<file path="src/sinc3_pkg.sv">
// Constants, register map and shared types for the sinc3 decimator.
// Assumes one 250 MHz system clock and a word-addressed Avalon-MM slave.
`default_nettype none

package sinc3_pkg;

  // Clock and modulator timing
  localparam int unsigned CLK_HZ = 250_000_000;
  localparam int unsigned MOD_RATE_HZ = 32_768;  // 32.768 kHz
  // Truncated; 7629 cycles per sample fits the 16-bit tick counter
  localparam int unsigned MOD_TICK_CYCLES = CLK_HZ / MOD_RATE_HZ;
  localparam int TICK_W = 16;

  // Filter arithmetic
  localparam int ACC_W = 36;
  localparam int LEN_W = 11;
  localparam int DECIM_SHIFT = 3;      // Ratio is word times 8
  localparam int SETTLE_OUTPUTS = 3;   // Sinc3 needs three decimations to settle
  localparam int DATA_LSB = 3;

  // Register word addresses
  localparam logic [2:0] ADDR_CTRL = 3'h0;
  localparam logic [2:0] ADDR_DECIM = 3'h1;
  localparam logic [2:0] ADDR_STATUS = 3'h2;
  localparam logic [2:0] ADDR_DATA = 3'h3;
  localparam logic [2:0] ADDR_COUNT = 3'h4;

  // Field positions
  localparam int CTRL_CHOP_DIS_BIT = 0;
  localparam int CTRL_CHAN_LSB = 4;
  localparam int CHAN_W = 4;
  localparam int STAT_READY_BIT = 0;
  localparam int STAT_SETTLED_BIT = 1;
  localparam int STAT_OVERRUN_BIT = 2;
  localparam int STAT_RANGE_BIT = 3;
  localparam int STAT_SWAP_BIT = 4;

  // Reset values and limits
  localparam logic [7:0] DECIM_RESET = 8'h45;
  localparam logic CHOP_DIS_RESET = 1'b0;
  localparam logic [7:0] DECIM_MIN_NOCHOP = 8'h03;
  localparam logic [7:0] DECIM_MIN_CHOP = 8'h0d;

  typedef enum logic [1:0] {
    ST_RESTART = 2'b00,
    ST_FIRST = 2'b01,
    ST_RUN = 2'b10
  } chop_state_t;

  typedef struct packed {
    logic [2:0] address;
    logic read;
    logic write;
    logic [31:0] writedata;
    logic [3:0] byteenable;
  } avmm_req_t;

  typedef struct packed {
    logic signed [ACC_W-1:0] i1;
    logic signed [ACC_W-1:0] i2;
    logic signed [ACC_W-1:0] i3;
    logic signed [ACC_W-1:0] d1;
    logic signed [ACC_W-1:0] d2;
    logic signed [ACC_W-1:0] d3;
    logic [LEN_W-1:0] cnt;
    logic signed [ACC_W-1:0] out;
    logic valid;
    logic [1:0] nout;
  } core_state_t;

  function automatic logic [LEN_W-1:0] decim_last(input logic [7:0] word);
    decim_last = LEN_W'({word, 3'h0} - 11'h001);
  endfunction : decim_last

endpackage : sinc3_pkg

`default_nettype wire

</file>
<file path="src/sinc3_decimator_chop_ctrl.sv">
// Sinc3 decimator with chop control, settling suppression and Avalon-MM registers.
// Assumes an external modulator bit pin sampled asynchronously, word-addressed slave.
//
// Local design decisions: the Avalon-MM register port and the register offsets.
`default_nettype none

module sinc3_decimator_chop_ctrl
  import sinc3_pkg::*;
#(
  parameter int unsigned MOD_TICK_P = MOD_TICK_CYCLES
) (
  // Clock and reset
  input wire logic sys_clk,
  input wire logic arst_n,
  // Avalon-MM slave
  input wire avmm_req_t avmm_req,
  output logic [31:0] avmm_readdata,
  output logic avmm_waitrequest,
  // Modulator side
  input wire logic mod_bit,
  output logic input_swap,
  output logic [CHAN_W-1:0] channel_sel,
  // Result strobe
  output logic result_strobe
);

  typedef struct packed {
    logic [2:0] sync;
    logic mod_level;
    logic [TICK_W-1:0] tick_cnt;
    logic tick;
    logic chop_dis;
    logic [CHAN_W-1:0] chan;
    logic [7:0] decim;
    logic waitrequest;
    logic [31:0] readdata;
    logic core_clear;
    chop_state_t cstate;
    logic swap;
    logic signed [ACC_W-1:0] prev;
    logic signed [ACC_W-1:0] result;
    logic ready;
    logic overrun;
    logic settled;
    logic strobe;
    logic [15:0] conv_count;
  } top_state_t;

  top_state_t st;
  top_state_t next_st;

  logic core_valid;
  logic signed [ACC_W-1:0] core_value;
  logic [1:0] core_count;

  sinc3_core u_core (
    .sys_clk(sys_clk),
    .arst_n(arst_n),
    .sample_tick(st.tick),
    .sample_bit(st.mod_level),
    .clear(st.core_clear),
    .decim_word(st.decim),
    .out_valid(core_valid),
    .out_value(core_value),
    .out_count(core_count)
  );

  // Halve with sign kept; sum of two phases cannot overflow ACC_W
  function automatic logic signed [ACC_W-1:0] pair_mean(
    input logic signed [ACC_W-1:0] a,
    input logic signed [ACC_W-1:0] b
  );
    logic signed [ACC_W:0] s;
    s = {a[ACC_W-1], a} + {b[ACC_W-1], b};
    pair_mean = s[ACC_W:1];
  endfunction : pair_mean

  always_comb begin
    logic req_seen;
    logic req_done;
    logic data_read;
    logic deliver;
    logic signed [ACC_W-1:0] phase_val;
    logic signed [ACC_W-1:0] new_result;
    logic [7:0] min_word;
    req_seen = 1'b0;
    req_done = 1'b0;
    data_read = 1'b0;
    deliver = 1'b0;
    phase_val = '0;
    new_result = '0;
    min_word = '0;
    next_st = st;
    next_st.tick = 1'b0;
    next_st.core_clear = 1'b0;
    next_st.strobe = 1'b0;

    // Three-stage pin synchroniser; level accepted when stages two and three agree
    next_st.sync = {st.sync[1:0], mod_bit};
    if (st.sync[1] == st.sync[2]) begin
      next_st.mod_level = st.sync[2];
    end

    // Modulator sample rate from the system clock
    if (st.tick_cnt >= TICK_W'(MOD_TICK_P - 1)) begin
      next_st.tick_cnt = '0;
      next_st.tick = 1'b1;
    end else begin
      next_st.tick_cnt = st.tick_cnt + 16'h0001;
    end

    // Bus: waitrequest high on the first cycle, low on the second
    req_seen = (avmm_req.read || avmm_req.write) && st.waitrequest;
    req_done = (avmm_req.read || avmm_req.write) && !st.waitrequest;
    next_st.waitrequest = !req_seen;

    if (req_seen && avmm_req.read) begin
      case (avmm_req.address)
        ADDR_CTRL: begin
          next_st.readdata = '0;
          next_st.readdata[CTRL_CHOP_DIS_BIT] = st.chop_dis;
          next_st.readdata[CTRL_CHAN_LSB +: CHAN_W] = st.chan;
        end
        ADDR_DECIM: begin
          next_st.readdata = {24'h00_0000, st.decim};
        end
        ADDR_STATUS: begin
          min_word = st.chop_dis ? DECIM_MIN_NOCHOP : DECIM_MIN_CHOP;
          next_st.readdata = '0;
          next_st.readdata[STAT_READY_BIT] = st.ready;
          next_st.readdata[STAT_SETTLED_BIT] = st.settled;
          next_st.readdata[STAT_OVERRUN_BIT] = st.overrun;
          // Flags a word below the minimum for the chop mode; software must keep it legal
          next_st.readdata[STAT_RANGE_BIT] = (st.decim < min_word);
          next_st.readdata[STAT_SWAP_BIT] = st.swap;
        end
        ADDR_DATA: begin
          next_st.readdata = st.result[DATA_LSB +: 32];
        end
        ADDR_COUNT: begin
          next_st.readdata = {16'h0000, st.conv_count};
        end
        default: begin
          next_st.readdata = '0;
        end
      endcase
    end

    data_read = req_done && avmm_req.read && (avmm_req.address == ADDR_DATA);

    if (req_done && avmm_req.write && avmm_req.byteenable[0]) begin
      case (avmm_req.address)
        ADDR_CTRL: begin
          next_st.chop_dis = avmm_req.writedata[CTRL_CHOP_DIS_BIT];
          next_st.chan = avmm_req.writedata[CTRL_CHAN_LSB +: CHAN_W];
          next_st.cstate = ST_RESTART;
        end
        ADDR_DECIM: begin
          next_st.decim = avmm_req.writedata[7:0];
          next_st.cstate = ST_RESTART;
        end
        default: begin
        end
      endcase
    end

    // Filter output handling
    if (st.cstate == ST_RESTART) begin
      next_st.core_clear = 1'b1;
      next_st.swap = 1'b0;
      next_st.settled = 1'b0;
      next_st.cstate = ST_FIRST;
    end else if (core_valid && !st.core_clear) begin
      if (st.chop_dis) begin
        // Free-running decimation; the first two results are suppressed, the third and later are delivered
        if (core_count == 2'(SETTLE_OUTPUTS)) begin
          deliver = 1'b1;
          new_result = core_value;
          next_st.settled = 1'b1;
          next_st.cstate = ST_RUN;
        end
      end else if (core_count == 2'(SETTLE_OUTPUTS)) begin
        // One chop phase is a full three-decimation window from cleared state
        phase_val = st.swap ? -core_value : core_value;
        next_st.prev = phase_val;
        next_st.swap = !st.swap;
        next_st.core_clear = 1'b1;
        if (st.cstate == ST_FIRST) begin
          // First phase after a change has no partner; hold it back
          next_st.cstate = ST_RUN;
        end else begin
          deliver = 1'b1;
          new_result = pair_mean(st.prev, phase_val);
          next_st.settled = 1'b1;
        end
      end
    end

    // Ready is sticky; a new result in the clearing cycle keeps it set
    if (data_read) begin
      next_st.ready = 1'b0;
      next_st.overrun = 1'b0;
    end
    if (deliver) begin
      next_st.result = new_result;
      next_st.strobe = 1'b1;
      next_st.overrun = st.ready && !data_read;
      next_st.ready = 1'b1;
      next_st.conv_count = st.conv_count + 16'h0001;
    end
  end

  always_ff @(posedge sys_clk or negedge arst_n) begin
    if (!arst_n) begin
      st <= '0;
      st.waitrequest <= 1'b1;
      st.decim <= DECIM_RESET;
      st.chop_dis <= CHOP_DIS_RESET;
      st.cstate <= ST_RESTART;
    end else begin
      st <= next_st;
    end
  end

  assign avmm_readdata = st.readdata;
  assign avmm_waitrequest = st.waitrequest;
  assign input_swap = st.swap;
  assign channel_sel = st.chan;
  assign result_strobe = st.strobe;

endmodule : sinc3_decimator_chop_ctrl

`default_nettype wire

</file>
<file path="src/sinc3_core.sv">
// Third-order sinc integrator/comb chain with a synchronous restart.
// Assumes sample_tick is a one-cycle pulse per modulator sample.
`default_nettype none

module sinc3_core
  import sinc3_pkg::*;
(
  // Clock and reset
  input wire logic sys_clk,
  input wire logic arst_n,
  // Sample stream
  input wire logic sample_tick,
  input wire logic sample_bit,
  input wire logic clear,
  input wire logic [7:0] decim_word,
  // Decimated output
  output logic out_valid,
  output logic signed [ACC_W-1:0] out_value,
  output logic [1:0] out_count
);

  core_state_t st;
  core_state_t next_st;

  always_comb begin
    logic signed [ACC_W-1:0] x;
    logic signed [ACC_W-1:0] c1;
    logic signed [ACC_W-1:0] c2;
    x = '0;
    c1 = '0;
    c2 = '0;
    next_st = st;
    next_st.valid = 1'b0;
    if (clear) begin
      // Clear wins over a coincident sample; costs one bit in 7629 cycles
      next_st = '0;
    end else if (sample_tick) begin
      x = sample_bit ? 36'sh0_0000_0001 : -36'sh0_0000_0001;
      next_st.i1 = st.i1 + x;
      next_st.i2 = st.i2 + next_st.i1;
      next_st.i3 = st.i3 + next_st.i2;
      if (st.cnt >= decim_last(decim_word)) begin
        // Decimate by word times eight
        next_st.cnt = '0;
        c1 = next_st.i3 - st.d1;
        c2 = c1 - st.d2;
        next_st.d1 = next_st.i3;
        next_st.d2 = c1;
        next_st.d3 = c2;
        next_st.out = c2 - st.d3;
        next_st.valid = 1'b1;
        if (st.nout != 2'(SETTLE_OUTPUTS)) begin
          next_st.nout = st.nout + 2'h1;
        end
      end else begin
        next_st.cnt = st.cnt + 11'h001;
      end
    end
  end

  always_ff @(posedge sys_clk or negedge arst_n) begin
    if (!arst_n) begin
      st <= '0;
    end else begin
      st <= next_st;
    end
  end

  assign out_valid = st.valid;
  assign out_value = st.out;
  assign out_count = st.nout;

endmodule : sinc3_core

`default_nettype wire

</file>
<file path="config.mk">
export PLATFORM = sky130hd
export DESIGN_NAME = sinc3_decimator_chop_ctrl
export DESIGN_NICKNAME = d
export VERILOG_FILES = /design/src/sinc3_pkg.sv /design/src/sinc3_decimator_chop_ctrl.sv /design/src/sinc3_core.sv
export SDC_FILE = /design/constraint.sdc
export NUM_CORES = 1
export LEC_CHECK = 0
export ABC_AREA = 1
export BUFFER_PORTS_ARGS = -buffer_cell sky130_fd_sc_hd__buf_2
export CELL_PAD_IN_SITES_DETAIL_PLACEMENT = 1
export CELL_PAD_IN_SITES_GLOBAL_PLACEMENT = 2
export CORE_AREA = 2 2 288 290
export DETAILED_ROUTE_END_ITERATION = 10
export DIE_AREA = 0 0 290 292
export PLACE_DENSITY = 0.85
export SYNTH_ARGS = -nofsm -noshare
export SYNTH_HDL_FRONTEND = slang
export SYNTH_SLANG_ARGS = --single-unit
export TNS_END_PERCENT = 1
</file>
<file path="constraint.sdc">
create_clock -name sys_clk -period 11.8 [get_ports sys_clk]
set_clock_uncertainty 0.15 [all_clocks]
set_input_delay 0 -clock sys_clk [delete_from_list [all_inputs] [get_ports sys_clk]]
set_output_delay 0 -clock sys_clk [all_outputs]
set_load 0.05 [all_outputs]
</file>
=== After elaboration in Yosys (flattened, before gate mapping) ===
Index checks and enable logic that the tools add are counted.

* Word-level logic and storage cells: 131
* Register bits: 428
* Input port bits: 44
* Output and inout bits: 39

* Multiplexer cells: 43
* Bitwise logic cells: 2
* Reduce and logical (&&, ||, !) cells: 31
* Equal/unequal tests: 10
* $lt $le $gt $ge: 3
* Add/subtract/negate cells: 13

{| class="wikitable"
|+ Operators by type and width
! operator !! number
|-
| $mux 266 || 2
|-
| $mux 35 || 6
|-
| $pmux 32 s5 || 1
|-
| $add 36x36->36 || 4
|-
| $mux 108 || 1
|-
| $sub 36x36->36 || 3
|-
| $mux 40 || 2
|-
| $mux 36 || 2
|-
| $mux 39 || 1
|-
| $mux 37 || 1
|-
| $neg 36->36 || 1
|-
| $add 16x1->16 const B || 2
|-
| $mux 17 || 1
|-
| $ge 16x13->1 const B || 1
|-
| $mux 16 || 1
|-
| $mux 2 || 8
|-
| $mux 1 || 14
|-
| $reduce_bool 2->1 || 6
|-
| $add 11x1->11 const B || 1
|-
| $ge 11x11->1 || 1
|-
| $mux 11 || 1
|-
| $sub 11x1->11 const B || 1
|-
| $logic_and 1x1->1 || 9
|-
| $reduce_and 3->1 || 3
|-
| 20 further kinds || 29
|}

=== Depth between registers and ports, before layout ===
* Word-level depth: 10
* Depth in mapped cells: 66
* Gate-level depth less buffers: 66

=== Modules after synthesis ===
From an unflattened synthesis, not the netlist that was laid out.

* Cell total of the unflattened synthesis: 4,133
* Area total of the unflattened synthesis: 31,302.5 um^2

{| class="wikitable"
|+ By module, submodules not included
! module !! cells an instance !! area an instance (um^2) !! times used !! sequential area each (um^2)
|-
| sinc3_core || 2,679 || 20,923.8 || 1 || 6,656.4
|-
| sinc3_decimator_chop_ctrl || 1,454 || 10,378.7 || 1 || 3,983.8
|}

=== Worst setup path before layout ===
No wires, ideal clock.

* Path type: register -> register
* Start point: register st[159] (netlist bit)
* End point: register u_core.st, in the netlist u_core.out_value[35]
* Setup slack: 1,976 ps
* Arrival time: 9,608 ps
* Buffers on the path: 0
* Setup time: 65 ps
* Clock period less this slack: 9,824 ps
* Stages on the path, launching flop included: 63
* Data required time: 11,585 ps
* Cells stage by stage: dfrtp_1 inv_1 ha_1 a21oi_1 o21ai_0 a21oi_1 inv_1 a21oi_1 o21ai_1 xor2_1 ha_1 nand2_1 nor2_1 inv_1 nor3_1 inv_1 o21ai_0 a21oi_1 [27 not listed] a21boi_1 or2_2 nand2_1 inv_1 ha_1 nand2_1 nor2_1 inv_1 nor4_1 nand3_1 nand3_1 nand3_1 nand2_1 xor2_1 inv_1 nand3_1 nand3_1 nand2_1

* Longest elaborated chain between the ends: 10

{| class="wikitable"
|+ RTL lines
! item !! line !! text
|-
| start, declared || sinc3_decimator_chop_ctrl.sv:49 || <nowiki>top_state_t st;</nowiki>
|-
| start signal, assigned || sinc3_decimator_chop_ctrl.sv:221 || <nowiki>st <= next_st;</nowiki>
|-
| $mux 36 || sinc3_core.sv:38 || <nowiki>x = sample_bit ? 36'sh0_0000_0001 : -36'sh0_0000_0001;</nowiki>
|-
| $add 36x36->36 || sinc3_core.sv:39 || <nowiki>next_st.i1 = st.i1 + x;</nowiki>
|-
| $add 36x36->36 || sinc3_core.sv:40 || <nowiki>next_st.i2 = st.i2 + next_st.i1;</nowiki>
|-
| $add 36x36->36 || sinc3_core.sv:41 || <nowiki>next_st.i3 = st.i3 + next_st.i2;</nowiki>
|-
| $sub 36x36->36 || sinc3_core.sv:45 || <nowiki>c1 = next_st.i3 - st.d1;</nowiki>
|-
| $sub 36x36->36 || sinc3_core.sv:46 || <nowiki>c2 = c1 - st.d2;</nowiki>
|-
| $sub 36x36->36 || sinc3_core.sv:50 || <nowiki>next_st.out = c2 - st.d3;</nowiki>
|-
| $mux 39 || sinc3_core.sv:42 || <nowiki>if (st.cnt >= decim_last(decim_word)) begin</nowiki>
|-
| $mux 266 || sinc3_core.sv:37 || <nowiki>end else if (sample_tick) begin</nowiki>
|-
| $mux 266 || sinc3_core.sv:34 || <nowiki>if (clear) begin</nowiki>
|-
| end signal, assigned || sinc3_core.sv:65 || <nowiki>st <= next_st;</nowiki>
|-
| end, declared || sinc3_core.sv:22 || <nowiki>core_state_t st;</nowiki>
|}

Every way passes these cells. The select of a mux whose other input is x is not followed.
A chain may end at the register's enable or synchronous reset.

=== Final worst setup path ===
* Start point: register st[159] (netlist bit)
* End point: register u_core.st, in the netlist u_core.out_value[34]

Same word-level chain as after synthesis.

==> summary.txt <==
Worst setup path
  – CP Data Arrival Time: 11210 ps
  – FF-to-FF setup slack: 930 ps
  – Top delay family on crit path: compound AO/OA/AOI/OAI gates
  – Crit path buffers/inverters: 5
  – Worst Setup Path Type: reg2reg
  – Worst reg2reg endpoint: u_core.out_value[34]$_DFFE_PN0P_
  – Largest incremental delay on the critical path: 430 ps
  – Worst R2R Path Depth: 54
  – Cell occurring most often along the worst timing path: sky130_fd_sc_hd__nand2_1
  – Slowest cell on crit path: sky130_fd_sc_hd__dfrtp_2
  – Launching point of the worst reg2reg path: st[159]$_DFFE_PN0N_
  – Crit path capture type: flop
  – Critical Path RT: 12140 ps
  – Worst Setup Start Kind: flop
  – Critical-path maximum fanout: 6

Placement
  – Number of input and output port buffers inserted: 55
  – GP Congestion: 0.864
  – Detailed Place HPWL: 71.0 mm

Global route
  – GR Layer Usage met3: 0.0195
  – Initial antenna violation count: 1
  – Via count of the first global-routing pass: 28400
  – All-layer global routing usage: 0.219
  – Sum of overflow across all layers after global routing: 0
  – Most Used Layer, Global Route: met2
  – Fraction of met1 tracks used by global routing: 0.290
  – Largest net degree at the start of global routing: 89
  – Met2 global-route usage: 0.387
  – First-pass GRT wire length: 152 mm

Hold path
  – Endpoint of the worst hold-timing path: st[136]$_DFFE_PN0P_
  – Hold path depth: 4
  – Hold/Removal Path Class: in2reg
  – Hold wc startpoint: avmm_req[11]

Floorplanning
  – Total die area: 84700 um^2
  – Initial cell density of the core: 0.377
  – Number of core rows: 105
  – Number of placed I/O pins: 83
  – Chip Width: 290 um
  – Height of the die: 292 um
  – Floorplan core area: 81600 um^2

Cells and area
  – Fill cell instance count of the final layout: 9978
  – Area taken by flip-flops and latches: 10600 um^2
  – Signed area change from the synthesized netlist to the final layout: 11.5%
  – Final core utilization: 0.420
  – NumNets Final: 4406
  – Share of final-layout standard cells stronger than drive strength 1: 0.0715
  – Total area of multi-input combinational cells: 17700 um^2

Synthesis
  – Mean instance size in the synthesized netlist: 7.64 um^2
  – Cell area after synthesis: 30800 um^2
  – Synthesized instance count: 4030
  – Combinational family with the most area after synthesis: compound AO/OA/AOI/OAI gates
  – Proportion of register bits with asynchronous set or reset after synthesis: 1.00
  – #FFs+latches synth: 425
  – Area share of fa/ha/maj cells after synthesis: 0.115
  – Xor/xnor share of the synthesized area: 0.0691
  – Complex-gate fraction of the synthesized area: 0.196
  – Yosys Warn Count: 0
  – Post-Synth Simple-Gate Area: 0.189
  – Sequential-to-total area share from yosys stat: 0.346
  – Number of enable-type register cells in the synthesized netlist: 0
  – Proportion of synthesized area in mux cells: 0.000732
  – Number of distinct library cells after synthesis: 69
  – Most used flip-flop cell after synthesis: sky130_fd_sc_hd__dfrtp_1

Clocking
  – Total CTS buffers: 53
  – Clk root buf: sky130_fd_sc_hd__clkbuf_16
  – H-Tree Level Count: 2
  – Clock tree from TritonCTS: yes
  – Clock sink count: 425
  – Clock input transition at the sequential cells of the worst setup and hold paths: 60 ps
  – Maximum count of clock buffers along a single path: 3
  – Clk Latency, worst-skew pair: 630 ps

STA
  – FMAX: 0.0920 GHz
  – Final number of setup-violating endpoints: 0
  – Pins over their slew limit: 0
  – Period Utilization, post-route: 0.921
  – Number of failing hold endpoints at the final stage: 0
  – Final worst path period need: 10870 ps
  – Worst Max-Slew Pin Slew: 1060 ps
  – Relative slew margins: 0.291

Routing
  – Count of nets left with antenna violations after detail routing: 0
  – Average wire per standard cell: 17.8 um
  – Post-detailed-routing wire length: 92.6 mm
  – Number of optimization iterations in the first detailed-route pass: 5
  – 1st-iter DRT viols: 1063
  – DRC: 0
  – Detail-routed via count per cell: 5.22
  – Vias after detailed routing: 27100

Status
  – Run status: finished, final reports clean

Job
  – Maximum capacitance violations: 0
logic make-up (layout without fill, tap and decap cells):
| kind of cell | count (synthesis) | count (layout) |
|---|---|---|
| AO/OA/AOI/OAI | 1030 | 1030 |
| XOR/XNOR | 242 | 242 |
| AND/OR/NAND/NOR | 1401 | 1401 |
| adder cells (fa/ha/maj) | 279 | 279 |
| flip-flops | 425 | 425 |
| other | 1 | 5 |
| multiplexers | 2 | 2 |
| buffers and inverters | 650 | 745 |
registers in the layout (all words and copies together), names as in the netlist:
register / flops
u_core.st: 227
st: 118
u_core.out_value: 36
avmm_readdata: 32
channel_sel: 4
next_st: 2
u_core.out_count: 2
avmm_waitrequest: 1
input_swap: 1
result_strobe: 1
u_core.out_valid: 1
layout make-up:
type / count / area share
multi-input combinational: 2957 / 0.515
sequential: 425 / 0.310
inverter: 524 / 0.0574
clock buffer: 77 / 0.0460
tap: 1070 / 0.0390
timing repair buffer: 122 / 0.0257
clock inverter: 21 / 0.00660
timing repair inverter: 1 / 0.000219
antenna: 2 / 0.000146
layer usage:
metal	routed length, um	up-vias
li1	-	13600
met3	1820	101
met5	0	-
met1	43900	13200
met4	1720	0
met2	45100	235
stage by stage:
step | cells | instance area, um^2 | hold WS (ps) | setup WS (ps) | setup TNS (ps)
6_report | 5199 | 34300 | 64.2 | 931 | 0
5_1_grt | 5197 | 34300 | 72.6 | -20.5 | -20.5
4_1_cts | 5193 | 34200 | 26.2 | 432 | 0
3_5_place_dp | 5065 | 32100 | -128 | 484 | 0
3_3_place_gp | 5065 | 32100 | -133 | 737 | 0
2_1_floorplan | 4032 | 30800 | -446 | 1980 | 0
cell usage in the layout, fill, tap and decap left out, types with 11 or more instances in the layout:
cell,instances
sky130_fd_sc_hd__nand2_1,871
sky130_fd_sc_hd__inv_1,508
sky130_fd_sc_hd__dfrtp_1,420
sky130_fd_sc_hd__o21ai_0,345
sky130_fd_sc_hd__a21oi_1,338
sky130_fd_sc_hd__ha_1,272
sky130_fd_sc_hd__nor2_1,248
sky130_fd_sc_hd__xor2_1,179
sky130_fd_sc_hd__nand3_1,132
sky130_fd_sc_hd__a22o_1,70
sky130_fd_sc_hd__xnor2_1,59
sky130_fd_sc_hd__buf_2,54
sky130_fd_sc_hd__clkbuf_16,53
sky130_fd_sc_hd__nor3_1,46
sky130_fd_sc_hd__o22ai_1,46
sky130_fd_sc_hd__buf_4,37
sky130_fd_sc_hd__a21o_1,30
sky130_fd_sc_hd__dlygate4sd3_1,29
sky130_fd_sc_hd__o21ai_1,26
sky130_fd_sc_hd__a31oi_1,26
sky130_fd_sc_hd__nand4_1,20
sky130_fd_sc_hd__o21bai_1,18
sky130_fd_sc_hd__o211ai_1,17
sky130_fd_sc_hd__o31ai_1,16
sky130_fd_sc_hd__clkbuf_8,16
sky130_fd_sc_hd__nand2_2,15
sky130_fd_sc_hd__a21oi_2,14
sky130_fd_sc_hd__nor4_1,13
sky130_fd_sc_hd__clkinv_2,13
sky130_fd_sc_hd__inv_2,12
sky130_fd_sc_hd__o21a_1,11
tightest hold or removal path, stage by stage:
cell and delay [ps]:
sky130_fd_sc_hd__dlygate4sd3_1 530, sky130_fd_sc_hd__buf_2 120, sky130_fd_sc_hd__inv_1 60, sky130_fd_sc_hd__o21ai_0 80
worst max path at each step:
stage,from,to,slack [ps],depth (start not counted)
after detailed placement,st[159]$_DFFE_PN0N_,u_core.out_value[35]$_DFFE_PN0P_,480,59
after CTS,st[159]$_DFFE_PN0N_,u_core.out_value[35]$_DFFE_PN0P_,430,59
final,st[159]$_DFFE_PN0N_,u_core.out_value[34]$_DFFE_PN0P_,930,54
after floorplan,st[159]$_DFFE_PN0N_,u_core.out_value[35]$_DFFE_PN0P_,1980,62
after global routing,st[159]$_DFFE_PN0N_,u_core.out_value[35]$_DFFE_PN0P_,-20,65
after global placement,st[159]$_DFFE_PN0N_,u_core.out_value[35]$_DFFE_PN0P_,740,59
repair_timing:
item	in CTS	in global routing
endpoints found under the setup margin	0	7
resized for setup	0	17
hold buffers	30	0
buffers inserted	0	3
hold endpoints to repair	287	0
Yosys cell counts (all sizes together) (20+ instances only):
cell type / count / share of area
buf: 54 / 0.011
o21bai: 20 / 0.0051
dfrtp: 421 / 0.34
clkbuf: 72 / 0.0088
nand2: 886 / 0.11
o21ai: 380 / 0.063
o22ai: 46 / 0.0094
xor2: 183 / 0.052
nor3: 54 / 0.010
ha: 272 / 0.11
xnor2: 59 / 0.017
a21oi: 352 / 0.059
a21o: 30 / 0.0073
nand4: 21 / 0.0045
nand3: 140 / 0.024
a22o: 70 / 0.020
nor2: 255 / 0.031
inv: 521 / 0.064
a31oi: 26 / 0.0053
Power is not shown: default switching activity piles up to over one toggle a cycle in this logic, so the estimate is an artifact.
